File: src/rtl/cxmw_pkg.sv
// package for the transceiver mode and wake control block
package cxmw_pkg;
   // transceiver mode encoding, upper bit enables undervoltage monitoring
   typedef enum logic [1:0] {
      CXMW_OFF = 2'h0,
      CXMW_WAKE = 2'h1,
      CXMW_RXONLY = 2'h2,
      CXMW_NORMAL = 2'h3
   } cxmw_xmode_t;
   typedef enum logic [2:0] {
      CXMW_CHIP_NORMAL = 3'h0,
      CXMW_CHIP_STOP = 3'h1,
      CXMW_CHIP_SLEEP = 3'h2,
      CXMW_CHIP_RESTART = 3'h3,
      CXMW_CHIP_FAILSAFE = 3'h4
   } cxmw_chip_t;
   typedef enum logic [1:0] {
      CXMW_TERM_FLOAT = 2'h0,
      CXMW_TERM_HALF = 2'h1,
      CXMW_TERM_GND = 2'h2,
      CXMW_TERM_2V5 = 2'h3
   } cxmw_term_t;
   // wake pattern detector states, gray along the path
   typedef enum logic [2:0] {
      CXMW_WP_IDLE = 3'h0,
      CXMW_WP_DOM1 = 3'h1,
      CXMW_WP_REC = 3'h3,
      CXMW_WP_DOM2 = 3'h2,
      CXMW_WP_DONE = 3'h6
   } cxmw_wp_t;
   typedef struct packed {
      logic xcvrFail;
      logic supplyUv;
      logic busWake;
      logic txTimeout;
   } cxmw_status_t;
   localparam int CXMW_CLK_MHZ = 100;
   localparam int CXMW_WAKE_MIN_US = 1;
   localparam int CXMW_WAKE_MAX_US = 5;
   localparam int CXMW_SILENCE_US = 1000;
   localparam int CXMW_TX_TO_US = 2000;
   localparam int CXMW_CLAMP_US = 4000;
   localparam int CXMW_WAKE_MIN_CYC = CXMW_WAKE_MIN_US * CXMW_CLK_MHZ;
   localparam int CXMW_WAKE_MAX_CYC = CXMW_WAKE_MAX_US * CXMW_CLK_MHZ;
   localparam int CXMW_SILENCE_CYC = CXMW_SILENCE_US * CXMW_CLK_MHZ;
   localparam int CXMW_TX_TO_CYC = CXMW_TX_TO_US * CXMW_CLK_MHZ;
   localparam int CXMW_CLAMP_CYC = CXMW_CLAMP_US * CXMW_CLK_MHZ;
   localparam int CXMW_CNT_W = 24;
endpackage

File: src/rtl/cxmw_can_mode_wake.sv
// transceiver mode, wake detection and fault supervision
`timescale 1ns/1ps
`default_nettype none

// Functional notes
// - receive-only turns driver off, selectable only in chip Normal or Stop.
// - wake-capable selectable in Stop, Sleep, Restart, Normal; forced in Fail-Safe.
// - detected bus wake drives rx_data_out low until mode changes.
// - wake pattern is dominant, recessive, dominant phases within min/max wake times.
// - mode keeps reading wake-capable after a bus wake.
// - wake detection rearms on chip change to Stop, Sleep or Fail-Safe.
// - wake in Stop or Normal lowers irq, sets wake status, lowers rx data.
// - wake in Stop stays in Stop; controller commands Normal itself.
// - wake in Stop enables watchdog if disabled and wdog_on_bus_wake set.
// - wake in Sleep requests Restart then Normal, rx low, status readable.
// - wakes from Sleep, Restart, Fail-Safe give no interrupt and request Restart.
// - termination follows mode: half, half or 2.5V, ground then 2.5V, floating.
// - ground termination connects only after silence time in wake-capable mode.
// - tx dominant beyond timeout in normal mode disables transmitter.
// - tx timeout leaves mode bits unchanged and sets transceiver fail flag.
// - transmitter resumes in normal mode once tx dominant condition ends.
// - bus dominant beyond clamp time in normal/rx-only sets fail flag.
// - clamp time must exceed tx timeout.
// - supply undervoltage in normal/rx-only sets flag and disables transmitter.
// - transmitter returns to normal once supply recovers.
// - undervoltage monitored only while upper mode bit is one.
// - off mode after reset, allowed in every chip mode except Fail-Safe, wakes ignored.
module cxmw_can_mode_wake #(
   parameter int WAKE_MIN_CYC = cxmw_pkg::CXMW_WAKE_MIN_CYC,
   parameter int WAKE_MAX_CYC = cxmw_pkg::CXMW_WAKE_MAX_CYC,
   parameter int SILENCE_CYC = cxmw_pkg::CXMW_SILENCE_CYC,
   parameter int TX_TO_CYC = cxmw_pkg::CXMW_TX_TO_CYC,
   parameter int CLAMP_CYC = cxmw_pkg::CXMW_CLAMP_CYC
) (
   input wire logic clk,
   input wire logic arst_n,
   input wire cxmw_pkg::cxmw_chip_t chipMode,
   input wire cxmw_pkg::cxmw_xmode_t modeReq,
   input wire logic modeReqStb,
   input wire logic wdogEnabled,
   input wire logic wdog_on_bus_wake,
   input wire logic statusClr,
   input wire logic tx_data_in,
   input wire logic busRxPin,
   input wire logic supplyUvPin,
   output logic rx_data_out,
   output logic irq_out_n,
   output logic busDriveDom,
   output logic txEnable,
   output cxmw_pkg::cxmw_xmode_t xcvrMode,
   output cxmw_pkg::cxmw_term_t termSel,
   output cxmw_pkg::cxmw_status_t wake_status_reg,
   output logic xcvr_supply_undervolt_flag,
   output logic wdogEnableReq,
   output logic restartReq
);
   localparam int CW = cxmw_pkg::CXMW_CNT_W;

   // ****************************************
   // elaboration checks
   // ****************************************
   initial begin
      if (CLAMP_CYC <= TX_TO_CYC) begin
         $error("clamp time must exceed tx timeout");
      end
      if (WAKE_MIN_CYC < 1 || WAKE_MAX_CYC <= WAKE_MIN_CYC || SILENCE_CYC < 1 ||
          CLAMP_CYC >= (1 << CW) || SILENCE_CYC >= (1 << CW)) begin
         $error("timing parameters out of range");
      end
   end

   // ****************************************
   // input synchronisers
   // ****************************************
   logic [2:0] busSync_r;
   logic [2:0] uvSync_r;
   logic busDom_r;
   logic uvLvl_r;

   // bus resets recessive so no false wake edge follows reset
   always_ff @(posedge clk or negedge arst_n) begin
      if (!arst_n) begin
         busSync_r <= 3'h7;
         uvSync_r <= 3'h0;
         busDom_r <= 1'b0;
         uvLvl_r <= 1'b0;
      end else begin
         busSync_r <= {busSync_r[1:0], busRxPin};
         uvSync_r <= {uvSync_r[1:0], supplyUvPin};
         if (busSync_r[1] == busSync_r[2]) begin
            busDom_r <= ~busSync_r[2];
         end
         if (uvSync_r[1] == uvSync_r[2]) begin
            uvLvl_r <= uvSync_r[2];
         end
      end
   end

   // ****************************************
   // mode control
   // ****************************************
   cxmw_pkg::cxmw_chip_t chipPrev_r;
   logic wakeHit;
   logic woken_r;
   logic modeChg;
   logic reqOk;
   logic rearmChip;

   always_comb begin
      unique case (modeReq)
         cxmw_pkg::CXMW_OFF: reqOk = 1'b1;
         cxmw_pkg::CXMW_RXONLY: reqOk = chipMode == cxmw_pkg::CXMW_CHIP_NORMAL ||
                                        chipMode == cxmw_pkg::CXMW_CHIP_STOP;
         cxmw_pkg::CXMW_WAKE: reqOk = chipMode != cxmw_pkg::CXMW_CHIP_FAILSAFE;
         cxmw_pkg::CXMW_NORMAL: reqOk = chipMode == cxmw_pkg::CXMW_CHIP_NORMAL;
      endcase
   end

   assign rearmChip = chipMode != chipPrev_r &&
                      (chipMode == cxmw_pkg::CXMW_CHIP_STOP || chipMode == cxmw_pkg::CXMW_CHIP_SLEEP ||
                       chipMode == cxmw_pkg::CXMW_CHIP_FAILSAFE);
   // fail-safe overrides the request, so a request neither changes the mode nor rearms
   assign modeChg = modeReqStb && reqOk && modeReq != xcvrMode &&
                    chipMode != cxmw_pkg::CXMW_CHIP_FAILSAFE;

   always_ff @(posedge clk or negedge arst_n) begin
      if (!arst_n) begin
         xcvrMode <= cxmw_pkg::CXMW_OFF;
         chipPrev_r <= cxmw_pkg::CXMW_CHIP_NORMAL;
      end else begin
         chipPrev_r <= chipMode;
         if (chipMode == cxmw_pkg::CXMW_CHIP_FAILSAFE) begin
            xcvrMode <= cxmw_pkg::CXMW_WAKE;
         end else if (modeReqStb && reqOk) begin
            xcvrMode <= modeReq;
         end
      end
   end

   // ****************************************
   // wake pattern detection
   // ****************************************
   cxmw_pkg::cxmw_wp_t wpState_r;
   logic [CW-1:0] wpCnt_r;
   logic wakeArmed;
   logic lvlChg;
   logic phaseOk;

   assign wakeArmed = xcvrMode == cxmw_pkg::CXMW_WAKE && !woken_r;
   assign lvlChg = busDom_r != (busSync_r[1] == 1'b0 && busSync_r[2] == 1'b0) &&
                   busSync_r[1] == busSync_r[2];
   assign phaseOk = wpCnt_r >= CW'(WAKE_MIN_CYC) && wpCnt_r < CW'(WAKE_MAX_CYC);
   assign wakeHit = wpState_r == cxmw_pkg::CXMW_WP_DOM2 && lvlChg && phaseOk;

   always_ff @(posedge clk or negedge arst_n) begin
      if (!arst_n) begin
         wpState_r <= cxmw_pkg::CXMW_WP_IDLE;
         wpCnt_r <= '0;
      end else if (!wakeArmed) begin
         wpState_r <= cxmw_pkg::CXMW_WP_IDLE;
         wpCnt_r <= '0;
      end else begin
         // saturates so an over-long phase stays outside the window
         if (lvlChg) begin
            wpCnt_r <= '0;
         end else if (wpCnt_r != CW'(WAKE_MAX_CYC)) begin
            wpCnt_r <= wpCnt_r + 1'b1;
         end
         unique case (wpState_r)
            cxmw_pkg::CXMW_WP_IDLE: begin
               if (lvlChg && !busDom_r) begin
                  wpState_r <= cxmw_pkg::CXMW_WP_DOM1;
               end
            end
            cxmw_pkg::CXMW_WP_DOM1: begin
               if (lvlChg) begin
                  wpState_r <= phaseOk ? cxmw_pkg::CXMW_WP_REC : cxmw_pkg::CXMW_WP_IDLE;
               end
            end
            cxmw_pkg::CXMW_WP_REC: begin
               if (lvlChg) begin
                  wpState_r <= (phaseOk && wpCnt_r != CW'(WAKE_MIN_CYC)) ?
                               cxmw_pkg::CXMW_WP_DOM2 : cxmw_pkg::CXMW_WP_DOM1;
               end
            end
            cxmw_pkg::CXMW_WP_DOM2: begin
               if (lvlChg) begin
                  wpState_r <= phaseOk ? cxmw_pkg::CXMW_WP_DONE : cxmw_pkg::CXMW_WP_IDLE;
               end
            end
            cxmw_pkg::CXMW_WP_DONE: wpState_r <= cxmw_pkg::CXMW_WP_DONE;
            default: wpState_r <= cxmw_pkg::CXMW_WP_IDLE;
         endcase
      end
   end

   // ****************************************
   // wake signalling
   // ****************************************
   logic wakeIrqChip;

   assign wakeIrqChip = chipMode == cxmw_pkg::CXMW_CHIP_STOP || chipMode == cxmw_pkg::CXMW_CHIP_NORMAL;

   always_ff @(posedge clk or negedge arst_n) begin
      if (!arst_n) begin
         woken_r <= 1'b0;
         rx_data_out <= 1'b1;
         irq_out_n <= 1'b1;
         wdogEnableReq <= 1'b0;
         restartReq <= 1'b0;
      end else begin
         if (wakeHit) begin
            woken_r <= 1'b1;
         end else if (modeChg || rearmChip) begin
            woken_r <= 1'b0;
         end
         // wake latch wins over the live bus echo
         if (wakeHit) begin
            rx_data_out <= 1'b0;
         end else if (woken_r && !modeChg) begin
            rx_data_out <= 1'b0;
         end else begin
            rx_data_out <= !(xcvrMode[1] && busDom_r);
         end
         // irq level held until cleared, set wins
         if (wakeHit && wakeIrqChip) begin
            irq_out_n <= 1'b0;
         end else if (statusClr) begin
            irq_out_n <= 1'b1;
         end
         wdogEnableReq <= wakeHit && chipMode == cxmw_pkg::CXMW_CHIP_STOP &&
                          !wdogEnabled && wdog_on_bus_wake;
         restartReq <= wakeHit && !wakeIrqChip;
      end
   end

   // ****************************************
   // tx timeout and bus clamp
   // ****************************************
   logic [CW-1:0] txCnt_r;
   logic [CW-1:0] clampCnt_r;
   logic txTo_r;
   logic txDomIn;

   assign txDomIn = !tx_data_in;

   // count holds at the limit until tx goes recessive
   always_ff @(posedge clk or negedge arst_n) begin
      if (!arst_n) begin
         txCnt_r <= '0;
         txTo_r <= 1'b0;
      end else if (xcvrMode != cxmw_pkg::CXMW_NORMAL || !txDomIn) begin
         txCnt_r <= '0;
         txTo_r <= 1'b0;
      end else if (txCnt_r == CW'(TX_TO_CYC)) begin
         txTo_r <= 1'b1;
      end else begin
         txCnt_r <= txCnt_r + 1'b1;
      end
   end

   always_ff @(posedge clk or negedge arst_n) begin
      if (!arst_n) begin
         clampCnt_r <= '0;
      end else if (!xcvrMode[1] || !busDom_r) begin
         clampCnt_r <= '0;
      end else if (clampCnt_r != CW'(CLAMP_CYC)) begin
         // saturating, fail flag sets again each cycle while clamped
         clampCnt_r <= clampCnt_r + 1'b1;
      end
   end

   // ****************************************
   // status flags, set wins over clear
   // ****************************************
   logic uvSet;
   logic failSet;

   assign uvSet = xcvrMode[1] && uvLvl_r;
   assign failSet = (txCnt_r == CW'(TX_TO_CYC) && txDomIn && xcvrMode == cxmw_pkg::CXMW_NORMAL) ||
                    clampCnt_r == CW'(CLAMP_CYC);

   always_ff @(posedge clk or negedge arst_n) begin
      if (!arst_n) begin
         wake_status_reg <= '0;
         xcvr_supply_undervolt_flag <= 1'b0;
      end else begin
         wake_status_reg.busWake <= wakeHit || (wake_status_reg.busWake && !statusClr);
         wake_status_reg.xcvrFail <= failSet || (wake_status_reg.xcvrFail && !statusClr);
         wake_status_reg.txTimeout <= (failSet && !busDom_r) || txTo_r ||
                                      (wake_status_reg.txTimeout && !statusClr);
         wake_status_reg.supplyUv <= uvSet || (wake_status_reg.supplyUv && !statusClr);
         xcvr_supply_undervolt_flag <= uvSet || (xcvr_supply_undervolt_flag && !statusClr);
      end
   end

   // ****************************************
   // driver and termination
   // ****************************************
   logic [CW-1:0] silCnt_r;
   logic silDone;

   assign silDone = silCnt_r == CW'(SILENCE_CYC);

   // silence count restarts on every entry to wake-capable mode
   always_ff @(posedge clk or negedge arst_n) begin
      if (!arst_n) begin
         silCnt_r <= '0;
      end else if (xcvrMode != cxmw_pkg::CXMW_WAKE) begin
         silCnt_r <= '0;
      end else if (!silDone) begin
         silCnt_r <= silCnt_r + 1'b1;
      end
   end

   always_ff @(posedge clk or negedge arst_n) begin
      if (!arst_n) begin
         txEnable <= 1'b0;
         busDriveDom <= 1'b0;
      end else begin
         // transmitter resumes as soon as timeout or undervoltage clears
         txEnable <= xcvrMode == cxmw_pkg::CXMW_NORMAL && !txTo_r && !uvLvl_r;
         busDriveDom <= xcvrMode == cxmw_pkg::CXMW_NORMAL && !txTo_r && !uvLvl_r && txDomIn;
      end
   end

   always_ff @(posedge clk or negedge arst_n) begin
      if (!arst_n) begin
         termSel <= cxmw_pkg::CXMW_TERM_FLOAT;
      end else begin
         unique case (xcvrMode)
            cxmw_pkg::CXMW_NORMAL: termSel <= cxmw_pkg::CXMW_TERM_HALF;
            cxmw_pkg::CXMW_RXONLY: termSel <= uvLvl_r ? cxmw_pkg::CXMW_TERM_2V5 : cxmw_pkg::CXMW_TERM_HALF;
            cxmw_pkg::CXMW_WAKE: termSel <= woken_r ? cxmw_pkg::CXMW_TERM_2V5 :
                                            (silDone ? cxmw_pkg::CXMW_TERM_GND : cxmw_pkg::CXMW_TERM_FLOAT);
            cxmw_pkg::CXMW_OFF: termSel <= cxmw_pkg::CXMW_TERM_FLOAT;
         endcase
      end
   end
endmodule

`default_nettype wire

File: config.mk
export PLATFORM = sky130hd
export DESIGN_NAME = cxmw_can_mode_wake
export DESIGN_NICKNAME = d
export VERILOG_FILES = /design/src/rtl/cxmw_pkg.sv /design/src/rtl/cxmw_can_mode_wake.sv
export SDC_FILE = /design/constraint.sdc
export NUM_CORES = 1
export LEC_CHECK = 0
export ABC_AREA = 0
export BUFFER_PORTS_ARGS = -buffer_cell sky130_fd_sc_hd__clkbuf_2
export CORE_MARGIN = 2
export CORE_UTILIZATION = 40
export CTS_CLUSTER_SIZE = 10
export DETAILED_ROUTE_END_ITERATION = 6
export HOLD_SLACK_MARGIN = 0.15
export PLACE_DENSITY = 0.59
export REMOVE_ABC_BUFFERS = 1
export SYNTH_ARGS = -nofsm -noshare
export SYNTH_HDL_FRONTEND = slang
export SYNTH_SLANG_ARGS = --single-unit
File: constraint.sdc
create_clock -name clk -period 4.2 [get_ports clk]
set_input_delay 0 -clock clk [delete_from_list [all_inputs] [get_ports clk]]
set_output_delay 0 -clock clk [all_outputs]
set_load 0.02 [all_outputs]
== Word-level counts from Yosys, hierarchy flattened ==
Index checks and enable logic that the tools add are counted.

* $add $sub $neg: 4
* $lt $le $gt $ge: 2
* Equality and inequality tests: 34
* Mux-type cells: 33
* Bitwise logic cells: 2
* Reductions and logical operators: 65

{| class="wikitable"
|+ Operators with widths
! cell !! count
|-
| 24-bit 2-to-1 mux || 9
|-
| 24-bit by 1-bit adder with 24-bit output, second input constant || 4
|-
| 1-bit logical AND || 31
|-
| 24-bit by 17-bit equality test with 1-bit output, second input constant || 1
|-
| 24-bit by 18-bit equality test with 1-bit output, second input constant || 1
|-
| 24-bit by 19-bit equality test with 1-bit output, second input constant || 1
|-
| 24-bit by 7-bit >= comparator with 1-bit output, second input constant || 1
|-
| 24-bit by 9-bit less-than comparator with 1-bit output, second input constant || 1
|-
| 24-bit by 19-bit inequality test with 1-bit output, second input constant || 1
|-
| 24-bit by 7-bit inequality test with 1-bit output, second input constant || 1
|-
| 24-bit by 9-bit inequality test with 1-bit output, second input constant || 1
|-
| 3-bit 2-to-1 mux || 6
|-
| 3-bit inequality test, second input constant || 5
|-
| 3-bit case mux with 5 select lines || 1
|-
| 2-bit 2-to-1 mux || 7
|-
| 1-bit logical OR || 13
|-
| 1-bit logical NOT || 11
|-
| 2-bit nonzero test || 5
|-
| 3-bit by 2-bit equality test with 1-bit output, second input constant || 3
|-
| 2-bit equality test, second input constant || 4
|-
| 1-bit 2-to-1 mux || 8
|-
| 2-bit case mux with 4 select lines || 1
|-
| 3-bit by 1-bit equality test with 1-bit output, second input constant || 2
|-
| 3-bit equality test, second input constant || 2
|-
| other kinds (13) || 20
|}

* Register bits after elaboration: 127
* Input port bits: 14
* Output and inout bits: 15
* Logic and storage cells: 165

== Depth between registers and ports, before layout ==
Gate-level depths: netlist of the first run.

* Word-level depth: 10
* Mapped depth: 7
* Depth with buffers taken out: 6

== Least setup slack after synthesis of the first run ==
No wires, ideal clock.

* Path kind: register to register
* Start point: register silCnt_r[6]
* End point: register silCnt_r[19]
* Setup time: 0.131 ns
* Arrival time: 1.682 ns
* Data required time: 4.069 ns
* Setup slack: 2.387 ns
* Stages on the path, launching flop included: 5
* Path buffers: 0
* Clock period less this slack: 1.813 ns
* Cells stage by stage: dfrtp_1 > or4b_2 > or2_2 > o31ai_1 > mux2i_1

* Cells in the longest elaborated chain, start to end: 3
* Elaborated cells on any way between the ends: 5
* Those cells by class: add/sub (1); eq/ne (2); mux (2)

{| class="wikitable"
|+ RTL lines
! item !! line !! source
|-
| start: declaration || cxmw_can_mode_wake.sv:300 || <nowiki>logic [CW-1:0] silCnt_r;</nowiki>
|-
| start signal: assignment || cxmw_can_mode_wake.sv:312 || <nowiki>silCnt_r <= silCnt_r + 1'b1;</nowiki>
|-
| 24-bit by 1-bit adder with 24-bit output || cxmw_can_mode_wake.sv:312 ||
|-
| 24-bit 2-to-1 mux || cxmw_can_mode_wake.sv:311 || <nowiki>end else if (!silDone) begin</nowiki>
|-
| 24-bit 2-to-1 mux || cxmw_can_mode_wake.sv:309 || <nowiki>end else if (xcvrMode != cxmw_pkg::CXMW_WAKE) begin</nowiki>
|}

Parallel ways exist; a longest one is shown, timed or not. The select of a mux whose other input is x is not followed.
A chain may end at the register's enable or synchronous reset.

== Worst setup path after layout of the first run ==
* Start point: register xcvrMode[1]
* End point: register wpCnt_r[0]

* Cells in the longest elaborated chain, start to end: 3
* Elaborated cells on any way between the ends: 4
* Those cells by class: eq/ne (2); mux (1); reduce/logical (1)

{| class="wikitable"
|+ RTL lines
! item !! line !! source
|-
| start: declaration || cxmw_can_mode_wake.sv:50 || <nowiki>output cxmw_pkg::cxmw_xmode_t xcvrMode,</nowiki>
|-
| start signal: assignment || cxmw_can_mode_wake.sv:128 || <nowiki>xcvrMode <= cxmw_pkg::CXMW_OFF;</nowiki>
|-
| start signal: assignment || cxmw_can_mode_wake.sv:133 || <nowiki>xcvrMode <= cxmw_pkg::CXMW_WAKE;</nowiki>
|-
| start signal: assignment || cxmw_can_mode_wake.sv:135 || <nowiki>xcvrMode <= modeReq;</nowiki>
|-
| 2-bit by 1-bit equality test with 1-bit output (*) || cxmw_can_mode_wake.sv:149 || <nowiki>assign wakeArmed = xcvrMode == cxmw_pkg::CXMW_WAKE && !woken_r;</nowiki>
|-
| 1-bit logical AND (*) || cxmw_can_mode_wake.sv:149 ||
|-
| 3-bit by 1-bit inequality test with 1-bit output (no source line) or 24-bit 2-to-1 mux (tied branches) || n/a ||
|-
| end signal: assignment || cxmw_can_mode_wake.sv:167 || <nowiki>wpCnt_r <= wpCnt_r + 1'b1;</nowiki>
|-
| end: declaration || cxmw_can_mode_wake.sv:144 || <nowiki>logic [CW-1:0] wpCnt_r;</nowiki>
|}

Mark *: on every way between the ends. The rest lies on a longest branch, timed or not.

==> results of run 1 <==
## metal layers
layer  part of all wire (%)  GRT usage (%)  wire, um  vias up
met3                    4.4           3.61       690       23
met5                      0              0         0        -
met1                     47           24.5      7360     2771
met2                     47           29.9      7490      139
li1                       -              -         -     2753
met4                    1.6           6.91       255        0
## final timing paths
path	cells past startpoint	slack, ns	end
max	4	1.65	wpCnt_r[0]$_DFFE_PN0P_
max in group asynchronous	3	2.98	busSync_r[2]$_DFF_PN1_
min in group asynchronous	2	0.23	silCnt_r[10]$_DFFE_PN0P_
min reg2reg	0	0.36	uvSync_r[1]$_DFF_PN0_
max reg2reg	4	1.65	wpCnt_r[0]$_DFFE_PN0P_
min	2	0.22	busSync_r[0]$_DFF_PN1_
## worst max-delay path, stage by stage, from the launching register on
cell and delay [ns]:
dfrtp_1 0.51, nand2b_1 0.67, nor2_1 0.40, nand2_1 0.54, nor3_1 0.33
## cells by family after synthesis
family | count (synthesis) | share of synthesized area, %
compound gates | 145 | 13.5
xor+xnor | 40 | 5.21
fa+ha+maj | 10 | 1.82
buf+inv | 54 | 3.17
flops | 127 | 47.4
mux | 5 | 0.745
simple gates | 340 | 28.2
## layout make-up
class | count | area share [%]
well taps | 220 | 3.54
clock buffers | 21 | 5.79
clock inverters | 11 | 1.53
inverters | 28 | 1.35
flip-flops and latches | 127 | 41.0
repair buffers | 46 | 4.09
multi-input cells | 540 | 42.7
## repair_timing
action,CTS,global route
endpoints found under the hold margin,82,0
hold buffers,16,0
resized for setup,0,0
## stage by stage
step                      util (%)  area [um2]  setup slack (ns)  hold WS (ns)  std cells
final                         47.1        7770              1.65         0.216        993
after global routing          47.1        7770              1.40         0.226        993
after CTS                     47.1        7770              1.68         0.201        993
after detailed placement      42.6        7050              1.69        0.0990        945
after global placement        42.6        7050              1.82        0.0989        945
after floorplan                  -        6610              2.27        -0.296        695
## cell usage after synthesis, drive strengths merged (3+ instances only)
master	n	area (um2)
a21oi	50	250
a31oi	7	43.8
a41o	7	70.1
and2	8	50.1
and3	14	88.8
and4	14	123
buf	6	32.5
clkbuf	20	75.1
dfrtp	122	3050
dfstp	5	131
ha	9	113
inv	28	105
mux2i	5	50.1
nand2	60	228
nand2b	7	43.8
nand3	43	220
nand3b	3	22.5
nand4	25	163
nand4b	3	26.3
nor2	60	225
nor2b	4	25.0
nor3	20	100
nor3b	3	22.5
nor4	20	146
nor4b	3	26.3
o211ai	3	22.5
o21a	5	37.5
o21ai	34	170
o311ai	3	26.3
o31ai	20	150
or2	8	50.1
or3	16	101
or4	23	173
xnor2	17	149
xor2	23	201
## where the power goes
| group | switching [mW] | total, mW | internal, mW | leakage (nW) |
|---|---|---|---|---|
| sequential | 0.0350 | 1.29 | 1.26 | 1.73 |
| clock | 0.543 | 1.43 | 0.884 | 0.269 |
| combinational | 0.162 | 0.238 | 0.0760 | 1.14 |
==> summary.md, run 1 <==
| Metric | Value |
|---|---|
| FF/Latch Area | 3180 um2 |
| Die area | 17900 um2 |
| Final net count | 783 |
| Fillers | 1532 |
| Critical path type | reg -> reg |
| Mapped Cells | 721 |
| Crit. End Element | register |
| Crit path time final | 2.55 ns |
| Seq/Total Area, Yosys | 47.4% |
| Antenna cells | 0 |
| Core area | 16500 um2 |
| Worst EP required | 4.52 ns |
| Setup-failing EPs final | 0 |
| H-tree levels | 4 |
| Tot Pwr | 2.96 mW |
| DRC Markers | 0 |
| I/O pin count | 29 |
| Total Routed Length | 15800 um |
| Status | finished clean |
| Max_slew headroom | 34.2% |
| Initial antenna violation count | 0 |
| Avg Inst Size Synth | 9.32 um2 |
| Routed vias | 5686 |
| Maxcap violations | 0 |
| # clock sinks | 127 |
| CTS Buf Count | 17 |
| RSZ-0062 raised after global routing | false |
| Post-CTS setup buffers | 0 |
| Yosys reg bits | 127 |
| Critical Path Fanout Max | 24 |
| Largest net degree at the start of global routing | 70 |
| Hold Startpoint | busRxPin |
| DRT iter0 DRCs | 427 |
| Vias in the first global route | 5547 |
| Pwr/cell area | 380 nW/um2 |
| Crit path launch type | register |
| Die Wd | 134 um |
| Least-Margin Pin Slew | 0.987 ns |
| Multi-input gate area | 3320 um2 |
| GR Util All Layers | 18.4% |
| # rows | 47 |
| Fmax | 393 MHz |
| Half-perimeter wire length after placement | 10800 um |
| CTS tree | built |
| Lkg Pwr | 3.14 nW |
| Clock transition at path regs | 0.06 ns |
| Root buffer cell | clkbuf_16 |
| Clock latency on the worst-skew pair | 0.42 ns |
| Async SR Flop Fraction | 100% |
| Setup TNS | 0 ns |
| Yosys warns | 0 |
| Main synth FF type | dfrtp_1 |
| Mapped cell area | 6720 um2 |
| Worst r2r src | xcvrMode[1]$_DFFE_PN0P_ |
| Maximum resistive drop on vdd | 307 uV |
| WL/cell | 15.9 um |
| Die H | 134 um |
| Final period util | 60.6% |
| Total gr overflow | 0 |
| Initial Util | 40.7% |
| CP arrival | 2.87 ns |
| Synth cell types | 65 |
| Gpl congestion | 0.818 |
| Final Hold Viols | 0 |
| Maximum clock path buffer count | 2 |
| Setup Skew | 0.00836 ns |
| Mean number of vias per cell | 5.73 |
| HP Class | in -> reg |
| Port bufs | 28 |
| Number of synthesized flops with an enable pin | 0 |
| First-pass GRT wire length | 26800 um |
| Setup crit start | xcvrMode[1]$_DFFE_PN0P_ |
| Remaining antenna violation count after routing | 0 |
| First-pass detailed-route iteration total | 5 |
| Layout area overhead | 15.7% |
| Most common cell after layout, fill and taps aside | dfrtp_1 |
| Pins Over Slew Limit | 0 |
| Commonest non-fill, non-tap cells in the layout | dfrtp_1, nor2_1, nand2_1 |
| Share of post-route cells with drive strength above 1 | 10.7% |
Note: power is estimated with default switching activity, not from simulation.
==> run 2: changes to the inputs <==
--- a/config.mk
+++ b/config.mk
@@ -5,14 +5,14 @@
 export SDC_FILE = /design/constraint.sdc
 export NUM_CORES = 1
 export LEC_CHECK = 0
-export ABC_AREA = 0
+export ABC_AREA = 1
 export BUFFER_PORTS_ARGS = -buffer_cell sky130_fd_sc_hd__clkbuf_2
 export CORE_MARGIN = 2
 export CORE_UTILIZATION = 40
 export CTS_CLUSTER_SIZE = 10
 export DETAILED_ROUTE_END_ITERATION = 6
 export HOLD_SLACK_MARGIN = 0.15
-export PLACE_DENSITY = 0.59
+export PLACE_DENSITY = 0.61
 export REMOVE_ABC_BUFFERS = 1
 export SYNTH_ARGS = -nofsm -noshare
 export SYNTH_HDL_FRONTEND = slang
==> constraint.sdc (replaced) <==
create_clock -name clk -period 2.2 [get_ports clk]
set_input_delay 0 -clock clk [delete_from_list [all_inputs] [get_ports clk]]
set_output_delay 0 -clock clk [all_outputs]
set_load 0.02 [all_outputs]
==> summary.md, run 2 <==
| Metric | Value |
|---|---|
| CTS Buf Count | 17 (unchanged) |
| # clock sinks | 127 (unchanged) |
| Most frequent cells after synthesis | nand2_1, nor2_1, inv_1 |
| Remaining antenna violation count after routing | 0 (unchanged) |
| Half-perimeter wire length after placement | 11800 um (+9.6%) |
| Most common cell after layout, fill and taps aside | nand2_1 |
| CTS tree | built |
| Maximum resistive drop on vdd | 616 uV (+100%) |
| Top-count cell post-synth | nand2_1 |
| Die H | 135 um (+1.2%) |
| DRT iter0 DRCs | 477 (+12%) |
| First-pass detailed-route iteration total | 5 (unchanged) |
| H-tree levels | 4 (unchanged) |
| # rows | 47 (unchanged) |
| Total Routed Length | 16100 um (+1.8%) |
| Yosys top cell area share | 44.3% (-1.1 points) |
| Worst EP required | 2.51 ns (-2.01 ns) |
| Synth area leaders | dfrtp_1, nand2_1, nor2_1 |
| GR Util All Layers | 19.3% (+0.90 points) |
| HP Class | in -> reg |
| Main synth FF type | dfrtp_1 |
| DRC Markers | 0 (unchanged) |
| Critical Path Fanout Max | 16 (-33%) |
| Root buffer cell | clkbuf_16 |
| WHS | 0.212 ns (-0.00417 ns) |
| Crit. End Element | register |
| Final period util | 90.2% (+30 points) |
| Port bufs | 28 (unchanged) |
| Maxcap violations | 0 (unchanged) |
| Mapped cell area | 6890 um2 (+2.6%) |
| Hold path cells | 2 (unchanged) |
| Multi-input gate area | 3200 um2 (-3.8%) |
| Worst r2r src | busSync_r[1]$_DFF_PN1_ |
| FF/Latch Area | 3180 um2 (unchanged) |
| Avg Inst Size Synth | 7.58 um2 (-19%) |
| Yosys top cell by area | dfrtp_1 |
| Reg2Reg Depth | 8 (+4) |
| Mapped Cells | 909 (+26%) |
| Critical path type | reg -> reg |
| Final net count | 997 (+27%) |
| Initial Util | 41.3% (+0.60 points) |
| Async SR Flop Fraction | 100% (unchanged) |
| Share of post-route cells with drive strength above 1 | 9.63% (-1.1 points) |
| Clock transition at path regs | 0.06 ns (about the same) |
| Hold Startpoint | supplyUvPin |
| Number of synthesized flops with an enable pin | 0 (unchanged) |
| Fillers | 1675 (+9.3%) |
| Setup Skew | 0.00999 ns (+0.00163 ns) |
| Largest net degree at the start of global routing | 47 (-33%) |
| Crit path launch type | register |
| Mean number of vias per cell | 5.01 (-12%) |
| Core area | 16700 um2 (+1.1%) |
| Layout area overhead | 18.4% |
| Gpl congestion | 0.838 (+2.4%) |
| CP arrival | 2.29 ns (-0.58 ns) |
| Total gr overflow | 0 (unchanged) |
| R2R Path End | wpCnt_r[11]$_DFFE_PN0P_ |
| Yosys warns | 0 (unchanged) |
| Yosys reg bits | 127 (unchanged) |
| First-pass GRT wire length | 27900 um (+4.0%) |
| Antenna cells | 0 (unchanged) |
| Fmax | 504 MHz (+28%) |
| WL/cell | 13.3 um (-16%) |
| Die Wd | 135 um (+1.2%) |
| Lkg Pwr | 3.69 nW (+18%) |
| Initial antenna violation count | 0 (unchanged) |
| Die area | 18300 um2 (+2.5%) |
| Vias in the first global route | 5920 (+6.7%) |
| Final Hold Viols | 0 (unchanged) |
| Setup-failing EPs final | 0 (unchanged) |
| Pwr/cell area | 721 nW/um2 (+90%) |
| R2R setup slack | 0.21 ns (-1.44 ns) |
| Maximum clock path buffer count | 2 (unchanged) |
| Routed vias | 6048 (+6.4%) |
| Commonest non-fill, non-tap cells in the layout | nand2_1, nor2_1, inv_1 |
| Setup TNS | 0 ns (unchanged) |
| I/O pin count | 29 (unchanged) |
| Pins Over Slew Limit | 0 (unchanged) |
| Status | finished clean |
| Max_slew headroom | 58.3% (+24 points) |
| Clock latency on the worst-skew pair | 0.43 ns (about the same) |
| RSZ-0062 raised after global routing | false |
| Seq/Total Area, Yosys | 46.2% (-1.2 points) |
| Least-Margin Pin Slew | 0.621 ns (-0.365 ns) |
| Synth cell types | 40 (-38%) |
| Hold endpoint | uvSync_r[0]$_DFF_PN0_ |
| Crit path time final | 1.99 ns (-0.561 ns) |
[run 2: changes by cell type after synthesis, moves of 12 or more]
cell and delta:
nand2_1 +127, or4_1 -23, or3_1 -15, clkbuf_1 -15
inv_1 +99, nand3_1 +20, and4_1 -14, o31ai_1 -20
a21oi_1 +13, o21ai_0 +12, nor2_1 +73, nor3_1 +19
xnor2_1 -15
[run 2: worst max-delay path, stage by stage (launching register included)]
cell and delay (ns):
dfstp_2 0.52, inv_1 0.04, ha_1 0.31, nor2_1 0.14, nand2_1 0.15, nand2_2 0.12, clkinvlp_4 0.27, o21ai_0 0.21
a2bb2oi_1 0.10
[run 2: timing repair]
| item | CTS | global route |
|---|---|---|
| gates resized for setup | 0 | 1 |
| endpoints found under the hold margin | 160 | 0 |
| hold buffers | 17 | 0 |
| endpoints found under the setup margin | 0 | 3 |
| setup buffers | 0 | 0 |
[run 2: routing by layer]
metal | routed length (um) | GRT usage (%) | vias up
met2 | 7210 | 29.7 | 89
met1 | 8210 | 26.7 | 2817
met4 | 196 | 7.18 | 0
met5 | 0 | 0 | -
met3 | 460 | 4.34 | 15
li1 | - | - | 3127
[run 2: worst max-delay path by stage]
stage / start / to / slack, ns / cells past startpoint
floorplan: xcvrMode[0]$_DFFE_PN0P_ / wake_status_reg[0]$_DFF_PN0_ / 0.42 / 6
global placement: busSync_r[1]$_DFF_PN1_ / wpCnt_r[11]$_DFFE_PN0P_ / 0.26 / 8
detailed placement: busSync_r[1]$_DFF_PN1_ / wpCnt_r[11]$_DFFE_PN0P_ / 0.19 / 8
CTS: busSync_r[1]$_DFF_PN1_ / wpCnt_r[11]$_DFFE_PN0P_ / 0.18 / 8
global route: busSync_r[1]$_DFF_PN1_ / wpCnt_r[11]$_DFFE_PN0P_ / 0.02 / 8
finish: busSync_r[1]$_DFF_PN1_ / wpCnt_r[11]$_DFFE_PN0P_ / 0.21 / 8
[run 2: area by class of cell]
| cell class | instances | share of cell area [%] |
|---|---|---|
| Clock buffer | 21 | 5.77 |
| Clock inverter | 11 | 1.69 |
| Inverter | 127 | 5.89 |
| Multi-Input combinational cell | 647 | 39.2 |
| Sequential cell | 127 | 39.0 |
| Tap cell | 220 | 3.37 |
| Timing Repair Buffer | 54 | 5.08 |
[run 2: cells by family after synthesis]
group                    after synthesis  share of synthesized area [%]
AO/OA/AOI/OAI                        129                           10.2
XOR/XNOR                              16                           2.03
adder cells (fa/ha/maj)               10                           1.78
buffers and inverters                135                           7.44
flip-flops                           127                           46.2
AND/OR/NAND/NOR                      492                           32.4
[run 2: power by group]
group / switching (mW) / total (mW) / internal, mW
sequential: 0.0550 / 2.46 / 2.40
clock: 1.02 / 2.88 / 1.86
combinational: 0.360 / 0.545 / 0.185
total: 1.44 / 5.88 / 4.44
[run 2: per-stage QoR]
step / utilization (%) / area [um2] / instances / power (mW) / setup WS [ns]
finish: 48.8 / 8160 / 1207 / 5.88 / 0.215
global route: 48.8 / 8160 / 1207 / 6.16 / 0.0217
CTS: 48.8 / 8150 / 1207 / 5.95 / 0.178
detailed placement: 44.1 / 7360 / 1158 / 3.01 / 0.190
global placement: 44.1 / 7360 / 1158 / 3.01 / 0.257
floorplan: - / 6860 / 901 / 2.79 / 0.422
==> run 3: changes to the inputs <==
--- a/config.mk
+++ b/config.mk
@@ -13,7 +13,6 @@
 export DETAILED_ROUTE_END_ITERATION = 6
 export HOLD_SLACK_MARGIN = 0.15
 export PLACE_DENSITY = 0.61
-export REMOVE_ABC_BUFFERS = 1
 export SYNTH_ARGS = -nofsm -noshare
 export SYNTH_HDL_FRONTEND = slang
 export SYNTH_SLANG_ARGS = --single-unit
==> summary.md, run 3 (synthesis results as in run 2) <==
| Metric | Value |
|---|---|
| Worst EP required | 2.54 ns (+0.03 ns) |
| Routed vias | 6132 (+1.4%) |
| Metal3 WL | 791 um (+72%) |
| Maximum clock path buffer count | 2 (unchanged) |
| WL met1 | 7950 um (-3.2%) |
| Commonest non-fill, non-tap cells in the layout | nand2_1, nor2_1, inv_1 |
| Die H | 135 um (unchanged) |
| Most common cell after layout, fill and taps aside | nand2_1 |
| Final Cell Area | 8130 um2 (-0.35%) |
| Setup TNS | 0 ns (unchanged) |
| Worst path slowest cell | dfstp_2 |
| WHS | 0.213 ns (+0.00142 ns) |
| Final Hold Viols | 0 (unchanged) |
| Crit path time final | 1.94 ns (-0.0477 ns) |
| Post-CTS Hold Fix Bufs | 17 (unchanged) |
| Top sig layer | met4 |
| CTS Buf Count | 17 (unchanged) |
| First-pass GRT wire length | 27700 um (-0.74%) |
| DRC Markers | 3 (+3) |
| Maxcap violations | 0 (unchanged) |
| Vias in the first global route | 5792 (-2.2%) |
| Slowest stage delay, CP | 0.52 ns (about the same) |
| CP Buf/Inv Count | 3 (+1) |
| DRT iter0 DRCs | 397 (-17%) |
| HP Class | in -> reg |
| I/O pin count | 29 (unchanged) |
| Root buffer cell | clkbuf_16 |
| Clock transition at path regs | 0.05 ns (about the same) |
| Port bufs | 28 (unchanged) |
| Total gr overflow | 0 (unchanged) |
| Cell Area, Placed | 7370 um2 (+0.20%) |
| CP arrival | 2.28 ns (about the same) |
| Cell mode on critical path | inv_1 |
| H-tree levels | 4 (unchanged) |
| Placed Cells | 1160 (+0.17%) |
| Pre-CTS setup slack | 0.284 ns (+0.0938 ns) |
| Mean number of vias per cell | 5.07 (+1.2%) |
| Share of post-route cells with drive strength above 1 | 9.10% (-0.53 points) |
| Lkg Pwr | 3.70 nW (about the same) |
| Largest net degree at the start of global routing | 55 (+17%) |
| CTS resizes | 0 (unchanged) |
| Post-CTS setup buffers | 0 (unchanged) |
| Crit path cell chain | inv_1, ha_1, nor2_1, nand2_1, buf_4, nor3_1, nand3_1, o22ai_1, inv_1 |
| WL/cell | 13.4 um (+0.55%) |
| Tot Pwr | 5.82 mW (-0.97%) |
| Die area | 18300 um2 (unchanged) |
| Fmax | 516 MHz (+2.5%) |
| Wire length on met2 | 7250 um (+0.57%) |
| Utilization after layout | 48.7% (-0.17 points) |
| Half-perimeter wire length after placement | 12000 um (+0.89%) |
| Violated checks | design-rule violations |
| Gpl congestion | 0.872 (+4.0%) |
| Setup-failing EPs final | 0 (unchanged) |
| Antenna cells | 0 (unchanged) |
| RSZ-0062 raised after global routing | false |
| First-pass detailed-route iteration total | 7 (+2) |
| Critical path type | reg -> reg |
| Crit. End Element | register |
| # clock sinks | 127 (unchanged) |
| Clock latency on the worst-skew pair | 0.42 ns (about the same) |
| Final net count | 999 (+0.20%) |
| Total Routed Length | 16200 um (+0.72%) |
| Critical Path Fanout Max | 6 (-10) |
| Die Wd | 135 um (unchanged) |
| Fillers | 1678 (+0.18%) |
| Max_slew headroom | 62.1% (+3.8 points) |
| Least-Margin Pin Slew | 0.565 ns (-0.0564 ns) |
| Maximum resistive drop on vdd | 553 uV (-10%) |
| GR Util All Layers | 19.0% (-0.27 points) |
| Core area | 16700 um2 (unchanged) |
| Mapped Nets | 932 |
| Remaining antenna violation count after routing | 0 (unchanged) |
| Initial Util | 41.3% (unchanged) |
| Status | complete, but fails checks |
| Layout area overhead | 17.9% |
| Initial antenna violation count | 0 (unchanged) |
| Final period util | 88.1% (-2.2 points) |
| # rows | 47 (unchanged) |
| Setup Skew | 0.00620 ns (-0.00379 ns) |
| CTS tree | built |
| Non-Filler Instances | 1209 (+0.17%) |
| Crit path launch type | register |
| Pins Over Slew Limit | 0 (unchanged) |
| Fin worst setup slack | 0.263 ns (+0.0477 ns) |
| CP delay by family, top | simple AND/OR/NAND/NOR gates |
| Pwr/cell area | 716 nW/um2 (-0.62%) |
[run 3: power by group]
part	switching (mW)	internal, mW
registers	0.0513	2.40
logic	0.355	0.187
clock network	0.993	1.83
total	1.40	4.42
[run 3: metal layers]
layer,global-route usage [%],vias to the layer above
met5,0,-
met4,6.08,0
met3,5.09,17
met2,29.0,134
met1,26.5,2850
li1,-,3131
[run 3: worst reg2reg max path, delay by kind of cell, from the launching register on]
kind,cells,cell delay [ns]
adder cells (fa/ha/maj),1,0.31
AND/OR/NAND/NOR,4,0.62
buffers and inverters,3,0.24
flip-flops,1,0.52
AO/OA/AOI/OAI,1,0.17
[run 3: layout make-up]
| class | count | area [um2] | area share, % |
|---|---|---|---|
| tap | 220 | 275 | 3.39 |
| inverter | 127 | 477 | 5.86 |
| clock buffer | 25 | 475 | 5.85 |
| sequential | 127 | 3180 | 39.2 |
| clock inverter | 7 | 110 | 1.35 |
| multi-input combinational | 647 | 3200 | 39.3 |
| timing repair buffer | 56 | 412 | 5.06 |
[run 3: worst paths after layout]
path                                              from                       to  slack, ns  depth (start not counted)
min in group asynchronous                       arst_n  silCnt_r[7]$_DFFE_PN0P_       0.65                          3
worst max register to register  busSync_r[1]$_DFF_PN1_    irq_out_n$_DFFE_PN1P_       0.26                          9
worst min-delay path                          busRxPin   busSync_r[0]$_DFF_PN1_       0.21                          2
max in group asynchronous                       arst_n  silCnt_r[0]$_DFFE_PN0P_       0.38                          4
worst max-delay path            busSync_r[1]$_DFF_PN1_    irq_out_n$_DFFE_PN1P_       0.26                          9
worst min register to register   uvSync_r[0]$_DFF_PN0_    uvSync_r[1]$_DFF_PN0_       0.35                          0
